==> src/hdl/dcc_pkg.sv <==
// package of constants and types for the dual comparator control block
package dcc_pkg;
  // ****************************************************************
  // register map (byte addresses on the wishbone bus)
  // ****************************************************************
  localparam logic [3:0] ADDR_CONTROL   = 4'h0;  // comparator_control
  localparam logic [3:0] ADDR_STATUS    = 4'h4;  // sticky event status
  localparam logic [3:0] ADDR_MASK      = 4'h8;  // interrupt mask
  localparam logic [3:0] ADDR_DIRECTION = 4'hC;  // porta_direction
  // ****************************************************************
  // control register fields
  // ****************************************************************
  localparam int          BIT_CMP2_RESULT = 7;
  localparam int          BIT_CMP1_RESULT = 6;
  localparam int          BIT_CMP2_INVERT = 5;
  localparam int          BIT_CMP1_INVERT = 4;
  localparam int          BIT_INPUT_SWITCH = 3;
  localparam int          MODE_MSB        = 2;
  localparam logic [7:0]  CONTROL_RESET   = 8'h07;  // mode 111, rest clear
  localparam logic [2:0]  MODE_OFF        = 3'h7;   // both comparators off
  localparam logic [2:0]  MODE_MUX4       = 3'h6;   // four inputs, internal ref
  // ****************************************************************
  // status, mask and direction fields
  // ****************************************************************
  localparam int          BIT_CHANGE      = 0;  // cmp_change_flag
  localparam int          BIT_SETTLING    = 1;  // settle interval over
  localparam logic [1:0]  STATUS_RESET    = 2'h0;
  localparam logic [1:0]  MASK_RESET      = 2'h0;
  localparam logic [5:0]  DIRECTION_RESET = 6'h3F;  // all pins input
  // ****************************************************************
  // timing
  // ****************************************************************
  localparam int          CLK_MHZ         = 125;
  localparam int          SETTLE_NS       = 10000;  // mode change delay
  localparam int          SETTLE_CYCLES   = (SETTLE_NS * CLK_MHZ + 999) / 1000;
  // settle state machine
  typedef enum logic [1:0] {
    DCC_IDLE   = 2'b00,
    DCC_SETTLE = 2'b01
  } dcc_settle_type;
endpackage : dcc_pkg

==> src/hdl/dcc_sync_if.sv <==
// interface carrying raw and synchronised comparator outputs
`timescale 1ns/10ps
`default_nettype none
interface dcc_sync_if;
  logic [1:0] raw;   // asynchronous analog comparator outputs
  logic [1:0] sync;  // outputs in the clk_i domain
  modport src (output raw, input sync);
  modport dst (input raw, output sync);
endinterface : dcc_sync_if
`default_nettype wire

==> src/hdl/dcc_sync.sv <==
// two flop synchroniser for both comparator outputs
`timescale 1ns/10ps
`default_nettype none
module dcc_sync
(
  input  wire logic clk_i,  // system clock
  input  wire logic rst_i,  // synchronous reset
  dcc_sync_if.dst   sif     // raw in, synced out
);
  logic [1:0] meta_q;  // first stage, read only by second stage
  logic [1:0] sync_q;  // second stage
  // ****************************************************************
  // synchroniser flops
  // ****************************************************************
  // two stages per bit; metastability settles in the first
  always_ff @(posedge clk_i)
  begin
    if (rst_i)
    begin
      meta_q <= 2'h0;
      sync_q <= 2'h0;
    end
    else
    begin
      meta_q <= sif.raw;
      sync_q <= meta_q;
    end
  end
  assign sif.sync = sync_q;
endmodule : dcc_sync
`default_nettype wire

==> src/hdl/dcc_top.sv <==
// digital control and status logic around two analog comparators
//
// Operation
// three-bit mode field in bits 2:0
// bit 7 read-only comparator 2 result
// bit 6 read-only comparator 1 result
// bits 5,4 invert comparator 2,1 outputs
// input switch bit 3 acts in mode 110
// reset clears results and flags, mode 111
// outputs drive pins and read back
// pin direction from port A direction register
// outputs unreliable while mode settles
// software masks interrupts during mode change
// inputs from port A analogs and reference
// change flag set on output change
// mismatch persists until control read; a control write also ends it
// mode 111 turns comparators off
// mode 110 reference on both plus inputs
// synchronise comparator outputs before use
`timescale 1ns/10ps
`default_nettype none
module dcc_top
(
  input  wire logic        clk_i,          // system clock, 125 MHz
  input  wire logic        rst_i,          // synchronous reset, high
  input  wire logic        wb_cyc_i,       // wishbone cycle
  input  wire logic        wb_stb_i,       // wishbone strobe
  input  wire logic        wb_we_i,        // wishbone write enable
  input  wire logic [3:0]  wb_adr_i,       // byte address
  input  wire logic [3:0]  wb_sel_i,       // byte selects
  input  wire logic [31:0] wb_dat_i,       // write data
  output logic      [31:0] wb_dat_o,       // read data
  output logic             wb_ack_o,       // acknowledge
  input  wire logic [1:0]  cmp_raw_i,      // analog comparator outputs, async
  output logic      [1:0]  cmp_enable_o,   // comparator power enables
  output logic      [2:0]  cmp_mode_o,     // mode to analog mux
  output logic             cmp_switch_o,   // inverting input select
  output logic             cmp_vref_sel_o, // internal reference on plus inputs
  output logic      [1:0]  cmp_pin_o,      // polarity-corrected pin outputs
  output logic      [1:0]  cmp_pin_oe_o,   // pin output enables
  output logic      [1:0]  cmp_valid_o,    // outputs reliable
  output logic      [5:0]  analog_sel_o,   // port A analogs in use
  output logic             irq_o           // level interrupt
);
  // ****************************************************************
  // declarations
  // ****************************************************************
  dcc_sync_if                 sif ();          // synchroniser link
  logic                       ctl_inv2_q;      // cmp2_invert
  logic                       ctl_inv1_q;      // cmp1_invert
  logic                       ctl_switch_q;    // input_switch_select
  logic [2:0]                 ctl_mode_q;      // cmp_mode_select
  logic [1:0]                 result_q;        // polarity-corrected results
  logic [1:0]                 latched_q;       // result at last control read or write
  logic [1:0]                 status_q;        // sticky events
  logic [1:0]                 mask_q;          // interrupt mask
  logic [5:0]                 dir_q;           // porta_direction, 1 = input
  logic [31:0]                rdata_d;         // read mux
  logic [31:0]                rdata_q;         // registered read data
  logic                       ack_q;           // ack flop
  logic                       acc;             // access this cycle
  logic                       wr_en;           // write lane 0 taken
  logic                       rd_ctl;          // control register read
  logic                       rd_status;       // status register read
  logic [1:0]                 result_d;        // results after inversion
  logic                       mismatch;        // results differ from latch
  logic [1:0]                 set_ev;          // event sets
  logic                       mode_chg;        // mode field written new
  dcc_pkg::dcc_settle_type    settle_q;        // settle state
  logic [10:0]                settle_cnt_q;    // settle down-counter
  logic [7:0]                 ctl_view;        // control register image
  localparam logic [10:0] SETTLE_LOAD = 11'(dcc_pkg::SETTLE_CYCLES - 1);
  // ****************************************************************
  // synchroniser
  // ****************************************************************
  assign sif.raw = cmp_raw_i;
  dcc_sync u_sync
  (
    .clk_i (clk_i),
    .rst_i (rst_i),
    .sif   (sif)
  );
  // ****************************************************************
  // wishbone decode
  // ****************************************************************
  // one access per request; ack drops the cycle after it is given
  // reads are taken on the request edge; writes land at the edge where
  // the master samples ack, while it still holds address and data
  assign acc       = wb_cyc_i & wb_stb_i & ~ack_q;
  assign wr_en     = wb_cyc_i & wb_stb_i & ack_q & wb_we_i & wb_sel_i[0];
  assign rd_ctl    = acc & ~wb_we_i & (wb_adr_i == dcc_pkg::ADDR_CONTROL);
  assign rd_status = acc & ~wb_we_i & (wb_adr_i == dcc_pkg::ADDR_STATUS);
  assign mode_chg  = wr_en & (wb_adr_i == dcc_pkg::ADDR_CONTROL)
                   & (wb_dat_i[dcc_pkg::MODE_MSB:0] != ctl_mode_q);
  // ****************************************************************
  // control register
  // ****************************************************************
  // writable fields; result bits ignore writes
  always_ff @(posedge clk_i)
  begin
    if (rst_i)
    begin
      ctl_inv2_q   <= dcc_pkg::CONTROL_RESET[dcc_pkg::BIT_CMP2_INVERT];
      ctl_inv1_q   <= dcc_pkg::CONTROL_RESET[dcc_pkg::BIT_CMP1_INVERT];
      ctl_switch_q <= dcc_pkg::CONTROL_RESET[dcc_pkg::BIT_INPUT_SWITCH];
      ctl_mode_q   <= dcc_pkg::CONTROL_RESET[dcc_pkg::MODE_MSB:0];
    end
    else if (wr_en && (wb_adr_i == dcc_pkg::ADDR_CONTROL))
    begin
      ctl_inv2_q   <= wb_dat_i[dcc_pkg::BIT_CMP2_INVERT];
      ctl_inv1_q   <= wb_dat_i[dcc_pkg::BIT_CMP1_INVERT];
      ctl_switch_q <= wb_dat_i[dcc_pkg::BIT_INPUT_SWITCH];
      ctl_mode_q   <= wb_dat_i[dcc_pkg::MODE_MSB:0];
    end
  end
  // ****************************************************************
  // mask and direction registers
  // ****************************************************************
  always_ff @(posedge clk_i)
  begin
    if (rst_i)
    begin
      mask_q <= dcc_pkg::MASK_RESET;
      dir_q  <= dcc_pkg::DIRECTION_RESET;
    end
    else if (wr_en)
    begin
      if (wb_adr_i == dcc_pkg::ADDR_MASK)
      begin
        mask_q <= wb_dat_i[1:0];
      end
      if (wb_adr_i == dcc_pkg::ADDR_DIRECTION)
      begin
        dir_q <= wb_dat_i[5:0];
      end
    end
  end
  // ****************************************************************
  // results with polarity
  // ****************************************************************
  // off comparators read zero so the change flag stays quiet
  always_comb
  begin
    result_d = sif.sync ^ {ctl_inv2_q, ctl_inv1_q};
    if (ctl_mode_q == dcc_pkg::MODE_OFF)
    begin
      result_d = 2'h0;
    end
  end
  always_ff @(posedge clk_i)
  begin
    if (rst_i)
    begin
      result_q <= 2'h0;
    end
    else
    begin
      result_q <= result_d;
    end
  end
  // ****************************************************************
  // change detection
  // ****************************************************************
  // latch takes the result at each control read or write; either ends the mismatch
  assign mismatch = (result_q != latched_q);
  always_ff @(posedge clk_i)
  begin
    if (rst_i)
    begin
      latched_q <= 2'h0;
    end
    else if (rd_ctl || (wr_en && (wb_adr_i == dcc_pkg::ADDR_CONTROL)))
    begin
      latched_q <= result_q;
    end
  end
  // ****************************************************************
  // settle timer
  // ****************************************************************
  // outputs held invalid for the mode change delay
  always_ff @(posedge clk_i)
  begin
    if (rst_i)
    begin
      settle_q     <= dcc_pkg::DCC_IDLE;
      settle_cnt_q <= 11'h000;
    end
    else
    begin
      case (settle_q)
        dcc_pkg::DCC_IDLE:
        begin
          if (mode_chg)
          begin
            settle_q     <= dcc_pkg::DCC_SETTLE;
            settle_cnt_q <= SETTLE_LOAD;
          end
        end
        dcc_pkg::DCC_SETTLE:
        begin
          if (mode_chg)
          begin
            settle_cnt_q <= SETTLE_LOAD;  // restart on a further change
          end
          else if (settle_cnt_q == 11'h000)
          begin
            settle_q <= dcc_pkg::DCC_IDLE;
          end
          else
          begin
            settle_cnt_q <= settle_cnt_q - 11'h001;
          end
        end
        default:
        begin
          settle_q <= dcc_pkg::DCC_IDLE;
        end
      endcase
    end
  end
  // ****************************************************************
  // sticky status
  // ****************************************************************
  // set wins over the read clear
  assign set_ev[dcc_pkg::BIT_CHANGE]   = mismatch;
  assign set_ev[dcc_pkg::BIT_SETTLING] = (settle_q == dcc_pkg::DCC_SETTLE) &&
                                         (settle_cnt_q == 11'h000) && !mode_chg;
  always_ff @(posedge clk_i)
  begin
    if (rst_i)
    begin
      status_q <= dcc_pkg::STATUS_RESET;
    end
    else if (rd_status)
    begin
      status_q <= set_ev;
    end
    else
    begin
      status_q <= status_q | set_ev;
    end
  end
  // ****************************************************************
  // read data and ack
  // ****************************************************************
  assign ctl_view = {result_q, ctl_inv2_q, ctl_inv1_q, ctl_switch_q, ctl_mode_q};
  always_comb
  begin
    rdata_d = 32'h0000_0000;
    case (wb_adr_i)
      dcc_pkg::ADDR_CONTROL:   rdata_d = {24'h00_0000, ctl_view};
      dcc_pkg::ADDR_STATUS:    rdata_d = {30'h0000_0000, status_q};
      dcc_pkg::ADDR_MASK:      rdata_d = {30'h0000_0000, mask_q};
      dcc_pkg::ADDR_DIRECTION: rdata_d = {26'h000_0000, dir_q};
      default:                 rdata_d = 32'h0000_0000;  // unmapped reads zero
    endcase
  end
  always_ff @(posedge clk_i)
  begin
    if (rst_i)
    begin
      ack_q   <= 1'b0;
      rdata_q <= 32'h0000_0000;
    end
    else
    begin
      ack_q   <= acc;
      rdata_q <= rdata_d;
    end
  end
  assign wb_ack_o = ack_q;
  assign wb_dat_o = rdata_q;
  // ****************************************************************
  // analog control and pins
  // ****************************************************************
  // pins carry the registered results; direction comes only from dir_q
  assign cmp_mode_o     = ctl_mode_q;
  assign cmp_enable_o   = (ctl_mode_q == dcc_pkg::MODE_OFF) ? 2'h0 : 2'h3;
  assign cmp_switch_o   = (ctl_mode_q == dcc_pkg::MODE_MUX4) & ctl_switch_q;
  assign cmp_vref_sel_o = (ctl_mode_q == dcc_pkg::MODE_MUX4);
  assign analog_sel_o   = (ctl_mode_q == dcc_pkg::MODE_OFF) ? 6'h00 : 6'h3F;
  assign cmp_pin_o      = result_q;
  assign cmp_pin_oe_o   = {~dir_q[5], ~dir_q[4]};
  assign cmp_valid_o    = (settle_q == dcc_pkg::DCC_IDLE) ? 2'h3 : 2'h0;
  assign irq_o          = |(status_q & mask_q);
  // ****************************************************************
  // assertions
  // ****************************************************************
  a_reset_mode_off: assert property (@(posedge clk_i) $past(rst_i) |-> (ctl_mode_q == 3'h7))
    else $error("mode not 111 after reset");
  a_result_polarity: assert property (@(posedge clk_i) disable iff (rst_i)
    (ctl_mode_q != 3'h7) |=> result_q[0] == ($past(sif.sync[0]) ^ $past(ctl_inv1_q)))
    else $error("cmp1 result polarity wrong");
  a_result2_polarity: assert property (@(posedge clk_i) disable iff (rst_i)
    (ctl_mode_q != 3'h7) |=> result_q[1] == ($past(sif.sync[1]) ^ $past(ctl_inv2_q)))
    else $error("cmp2 result polarity wrong");
  a_change_sets_flag: assert property (@(posedge clk_i) disable iff (rst_i)
    mismatch |=> status_q[0])
    else $error("change flag not set on mismatch");
  a_read_ends_mismatch: assert property (@(posedge clk_i) disable iff (rst_i)
    rd_ctl && $stable(result_q) ##1 $stable(result_q) |-> !mismatch)
    else $error("control read did not end mismatch");
  a_off_disables: assert property (@(posedge clk_i) disable iff (rst_i)
    (ctl_mode_q == 3'h7) |-> (cmp_enable_o == 2'h0) && (analog_sel_o == 6'h00))
    else $error("comparators on in mode 111");
  a_switch_gated: assert property (@(posedge clk_i) disable iff (rst_i)
    cmp_switch_o |-> (ctl_mode_q == 3'h6) && ctl_switch_q && cmp_vref_sel_o)
    else $error("input switch outside mode 110");
  a_settle_invalid: assert property (@(posedge clk_i) disable iff (rst_i)
    mode_chg |=> (cmp_valid_o == 2'h0) [*8])
    else $error("outputs valid during settle");
  a_pin_direction: assert property (@(posedge clk_i) disable iff (rst_i)
    $rose(dir_q[4]) |-> !cmp_pin_oe_o[0])
    else $error("pin enable ignores direction");
  a_pin_follows: assert property (@(posedge clk_i) disable iff (rst_i)
    (ctl_mode_q != 3'h7) |=> cmp_pin_o == ($past(sif.sync) ^ {$past(ctl_inv2_q), $past(ctl_inv1_q)}))
    else $error("pin does not follow comparator");
endmodule : dcc_top
`default_nettype wire

==> config.mk <==
export PLATFORM = sky130hd
export DESIGN_NAME = dcc_top
export DESIGN_NICKNAME = d
export VERILOG_FILES = /design/src/hdl/dcc_pkg.sv /design/src/hdl/dcc_sync_if.sv /design/src/hdl/dcc_sync.sv /design/src/hdl/dcc_top.sv
export SDC_FILE = /design/constraint.sdc
export NUM_CORES = 1
export LEC_CHECK = 0
export ABC_AREA = 1
export BUFFER_PORTS_ARGS = -buffer_cell sky130_fd_sc_hd__buf_2
export CORE_UTILIZATION = 47
export DETAILED_ROUTE_END_ITERATION = 7
export GPL_TIMING_DRIVEN = 0
export PLACE_DENSITY_LB_ADDON = 0.3
export REMOVE_ABC_BUFFERS = 1
export SLEW_MARGIN = 10
export SYNTH_ARGS = -nofsm -noshare
export SYNTH_HDL_FRONTEND = slang
export SYNTH_HIERARCHICAL = 1
export SYNTH_SLANG_ARGS = --single-unit
export TNS_END_PERCENT = 1
==> constraint.sdc <==
create_clock -name clk_i -period 1.7 [get_ports clk_i]
set_clock_uncertainty 0.2 [all_clocks]
set_input_delay 0.17 -clock clk_i [delete_from_list [all_inputs] [get_ports clk_i]]
set_output_delay 0.17 -clock clk_i [all_outputs]
set_load 0.005 [all_outputs]
==> impl_metrics.json <==
{
  "status": "finished with violations",
  "failed_checks": "DRC, setup timing",
  "hold_viol_final": 0,
  "leakage_nw": 1.41,
  "fillers": 434,
  "htree_num_levels": 2,
  "syn_to_final_growth_pct": 19.5,
  "antenna_found_initial": 0,
  "n_antenna_cell": 0,
  "crit-reg2reg-launch": "wb_ack_o",
  "synth-seq-cells": 45,
  "pwr-share-seq_pct": 57.4,
  "pwr-share-comb_pct": 6.7,
  "reg2reg_slack_ns": 0.07,
  "power.switching_w": 0.000453,
  "gp_congestion": 0.753,
  "track_usage_pct": 18.8,
  "drc": 6,
  "maxCapViolCount": 0,
  "most-common-layout-cells": "nand2_1, buf_2, dfxtp_1, inv_1, nor2_1",
  "grt_max_degree": 27,
  "routed_wl_um": 4740,
  "io-pin-count": 100,
  "clkPwrFrac_pct": 35.9,
  "crit_arrival_ns": 1.72,
  "cp_slowest_cell": "dlygate4sd3_1",
  "path_cells": "dlygate4sd3_1, buf_2, xnor2_1, nand3_2, nand2_8, nand2_4, nand2_2, inv_2, o21ai_0, nand2_1",
  "nNetsFinal": 420,
  "fin_ws_ns": -0.0263,
  "drt_iter0_markers": 114,
  "cts_tree": "built",
  "overflow": 0,
  "clk_latency_ns": 0.29,
  "max_stage_delay_ns": 0.53,
  "numCtsBuffers": 5,
  "hold_path_class": "in2reg",
  "whs_path_depth": 4,
  "cts_num_sinks": 45,
  "clkTransAtPathRegs_ns": 0.09,
  "first_global_vias": 1743,
  "p_per_area_mw_per_mm2": 687,
  "synthesis.area_mm2": 0.00226,
  "p_int_w": 0.00140,
  "port_buffers": 46,
  "period_minus_slack_ns": 1.73,
  "dieWidth_um": 71.4,
  "dieHeight_um": 71.4,
  "r2r_end": "settle_cnt_q[9]",
  "hold_end": "wb_dat_o[7]",
  "antenna_left": 0,
  "yosys_warnings": 6,
  "cts_root_buf": "clkbuf_8",
  "fin_area_mm2": 0.00270,
  "p_sw_share_pct": 24.4,
  "wire_per_inst_um": 11.1,
  "hpwlAfterDp_um": 3170,
  "clockBufferDepth": 2,
  "critPathLaunchType": "input port",
  "tightest_slew_ns": 0.712,
  "vias_per_cell": 4.84,
  "relSlewSlack_pct": 52.3,
  "fin_hold_ws_ns": 0.00982,
  "reg2reg_depth": 9,
  "cp_num_buf_inv": 3,
  "syn_avg_cell_area_um2": 7.30,
  "fp.coreArea_mm2": 0.00450,
  "std_cell_rows": 24,
  "fmax_mhz": 579,
  "slew_viol_final": 0,
  "post_synth_num_cell_types": 28,
  "yosysSeqAreaShare_pct": 39.8,
  "drive_gt1_share_pct": 22.5,
  "min_from": "wb_adr_i[0]",
  "fin_crit_sh_pct": 102,
  "finalSetupViolations": 3,
  "crit_family": "buffers and inverters",
  "start_util_pct": 50.3,
  "required_ns": 1.69,
  "crit_fanout": 13,
  "netlist_instances": 310,
  "vdd_drop_max_mv": 0.533,
  "grt_pass1_wl_um": 7680,
  "mostFrequentLayoutCell": "nand2_1",
  "critPathCaptureType": "register",
  "postPlaceCellArea_mm2": 0.00239,
  "dieArea_mm2": 0.00510,
  "crit_type": "in2reg",
  "vias": 2058,
  "firstDrtPassIters": 7,
  "rsz0062_at_grt": "yes",
  "tns_ns": -0.0468
}
-- worst max path at each step --
stage | from | endpoint | slack (ns) | cells past startpoint
finish | wb_dat_i[1] | settle_cnt_q[5] | -0.03 | 10
global route | wb_dat_i[1] | settle_cnt_q[6] | -0.12 | 10
CTS | settle_cnt_q[0] | settle_cnt_q[6] | 0.003 | 11
detailed placement | rst_i | settle_cnt_q[5] | -0.25 | 6
global placement | rst_i | settle_cnt_q[6] | -0.28 | 6
floorplan | settle_cnt_q[0] | settle_cnt_q[5] | 0.09 | 11
-- cell usage after synthesis (all sizes together) --
| master | instances | area (µm²) |
|---|---|---|
| ha | 1 | 12.5 |
| nor3b | 1 | 7.51 |
| conb | 1 | 3.75 |
| xor2 | 3 | 26.3 |
| nand3b | 2 | 15.0 |
| buf | 33 | 248 |
| xnor2 | 4 | 35.0 |
| nand2 | 72 | 305 |
| o21ai | 12 | 60.1 |
| nor2 | 40 | 181 |
| nor3 | 3 | 15.0 |
| nand4 | 7 | 43.8 |
| clkbuf | 3 | 11.3 |
| a41oi | 2 | 17.5 |
| o211ai | 6 | 45.0 |
| inv | 38 | 143 |
| clkinv | 1 | 3.75 |
| nand3 | 19 | 100 |
| dfxtp | 45 | 901 |
| a22o | 1 | 8.76 |
| a21oi | 16 | 80.1 |
-- area by class of cell --
| type | instances | area (µm²) | share of cell area (%) |
|---|---|---|---|
| Tap cell | 52 | 65.1 | 2.41 |
| Inverter | 39 | 146 | 5.41 |
| Clock buffer | 5 | 68.8 | 2.55 |
| Timing Repair Buffer | 68 | 423 | 15.6 |
| Multi-Input combinational cell | 213 | 1080 | 39.8 |
| Sequential cell | 45 | 902 | 33.4 |
| Clock inverter | 3 | 21.3 | 0.787 |
-- power groups by stage --
stage / registers (W) / clock network (W) / logic, W
after floorplan: 0.00109 / 0 / 0.0000517
after global placement: 0.00109 / 0 / 0.0000993
after detailed placement: 0.00109 / 0 / 0.000100
after CTS: 0.00107 / 0.000693 / 0.000120
after global routing: 0.00107 / 0.000726 / 0.000139
final: 0.00107 / 0.000667 / 0.000124
-- sequential cells by signal, indices dropped and copies added, names as in the netlist, 2 cells and up --
name             cells
wb_dat_o             8
cmp_mode_o           3
status_q             2
settle_cnt_q        11
dir_q                6
cmp_pin_o            2
u_sync/meta_q        2
u_sync/sif.sync      2
latched_q            2
mask_q               2
-- worst register-to-register path, stage by stage, from the launching register on --
cell and delay (ns):
dfxtp_2 0.35, nand2_1 0.05, nor2_1 0.11, nand2_2 0.15, nor2_8 0.21, nand2_8 0.12
nand2_4 0.12, inv_1 0.07, nor2_1 0.10, nor2_1 0.04
-- stage by stage --
step	util [%]	power, W	std cells	setup WS, ns
after CTS	58.1	0.00188	418	0.00333
after global routing	60.0	0.00193	425	-0.117
after floorplan	-	0.00114	297	0.0934
final	60.0	0.00186	425	-0.0263
after detailed placement	53.0	0.00119	395	-0.253
after global placement	53.0	0.00119	395	-0.276
-- kinds of logic after synthesis --
kind of cell	count (synthesis)	share of synthesized area, %
adders and majority gates	1	0.553
xor gates and xnor gates	7	2.71
buffers and inverters	75	17.9
other	1	0.166
AOI/OAI and AO/OA	37	9.34
DFF	45	39.8
and+or+nand+nor	144	29.5
-- repair_timing --
action	4_1_cts	5_1_grt
buffers inserted	4	7
setup endpoints to repair	5	24
endpoints found under the hold margin	15	0
hold buffers	11	0
pin swaps	3	6
gates resized for setup	1	8
-- per-layer routing --
| metal | global-route usage (%) | vias up | share of wire [%] |
|---|---|---|---|
| met1 | 23.5 | 923 | 45 |
| met4 | 4.00 | 0 | 0.36 |
| met3 | 4.64 | 2 | 6.3 |
| met5 | 0 | - | 0 |
| met2 | 32.8 | 86 | 48 |
| li1 | - | 1047 | - |
Power figures use the tool's default switching activity.
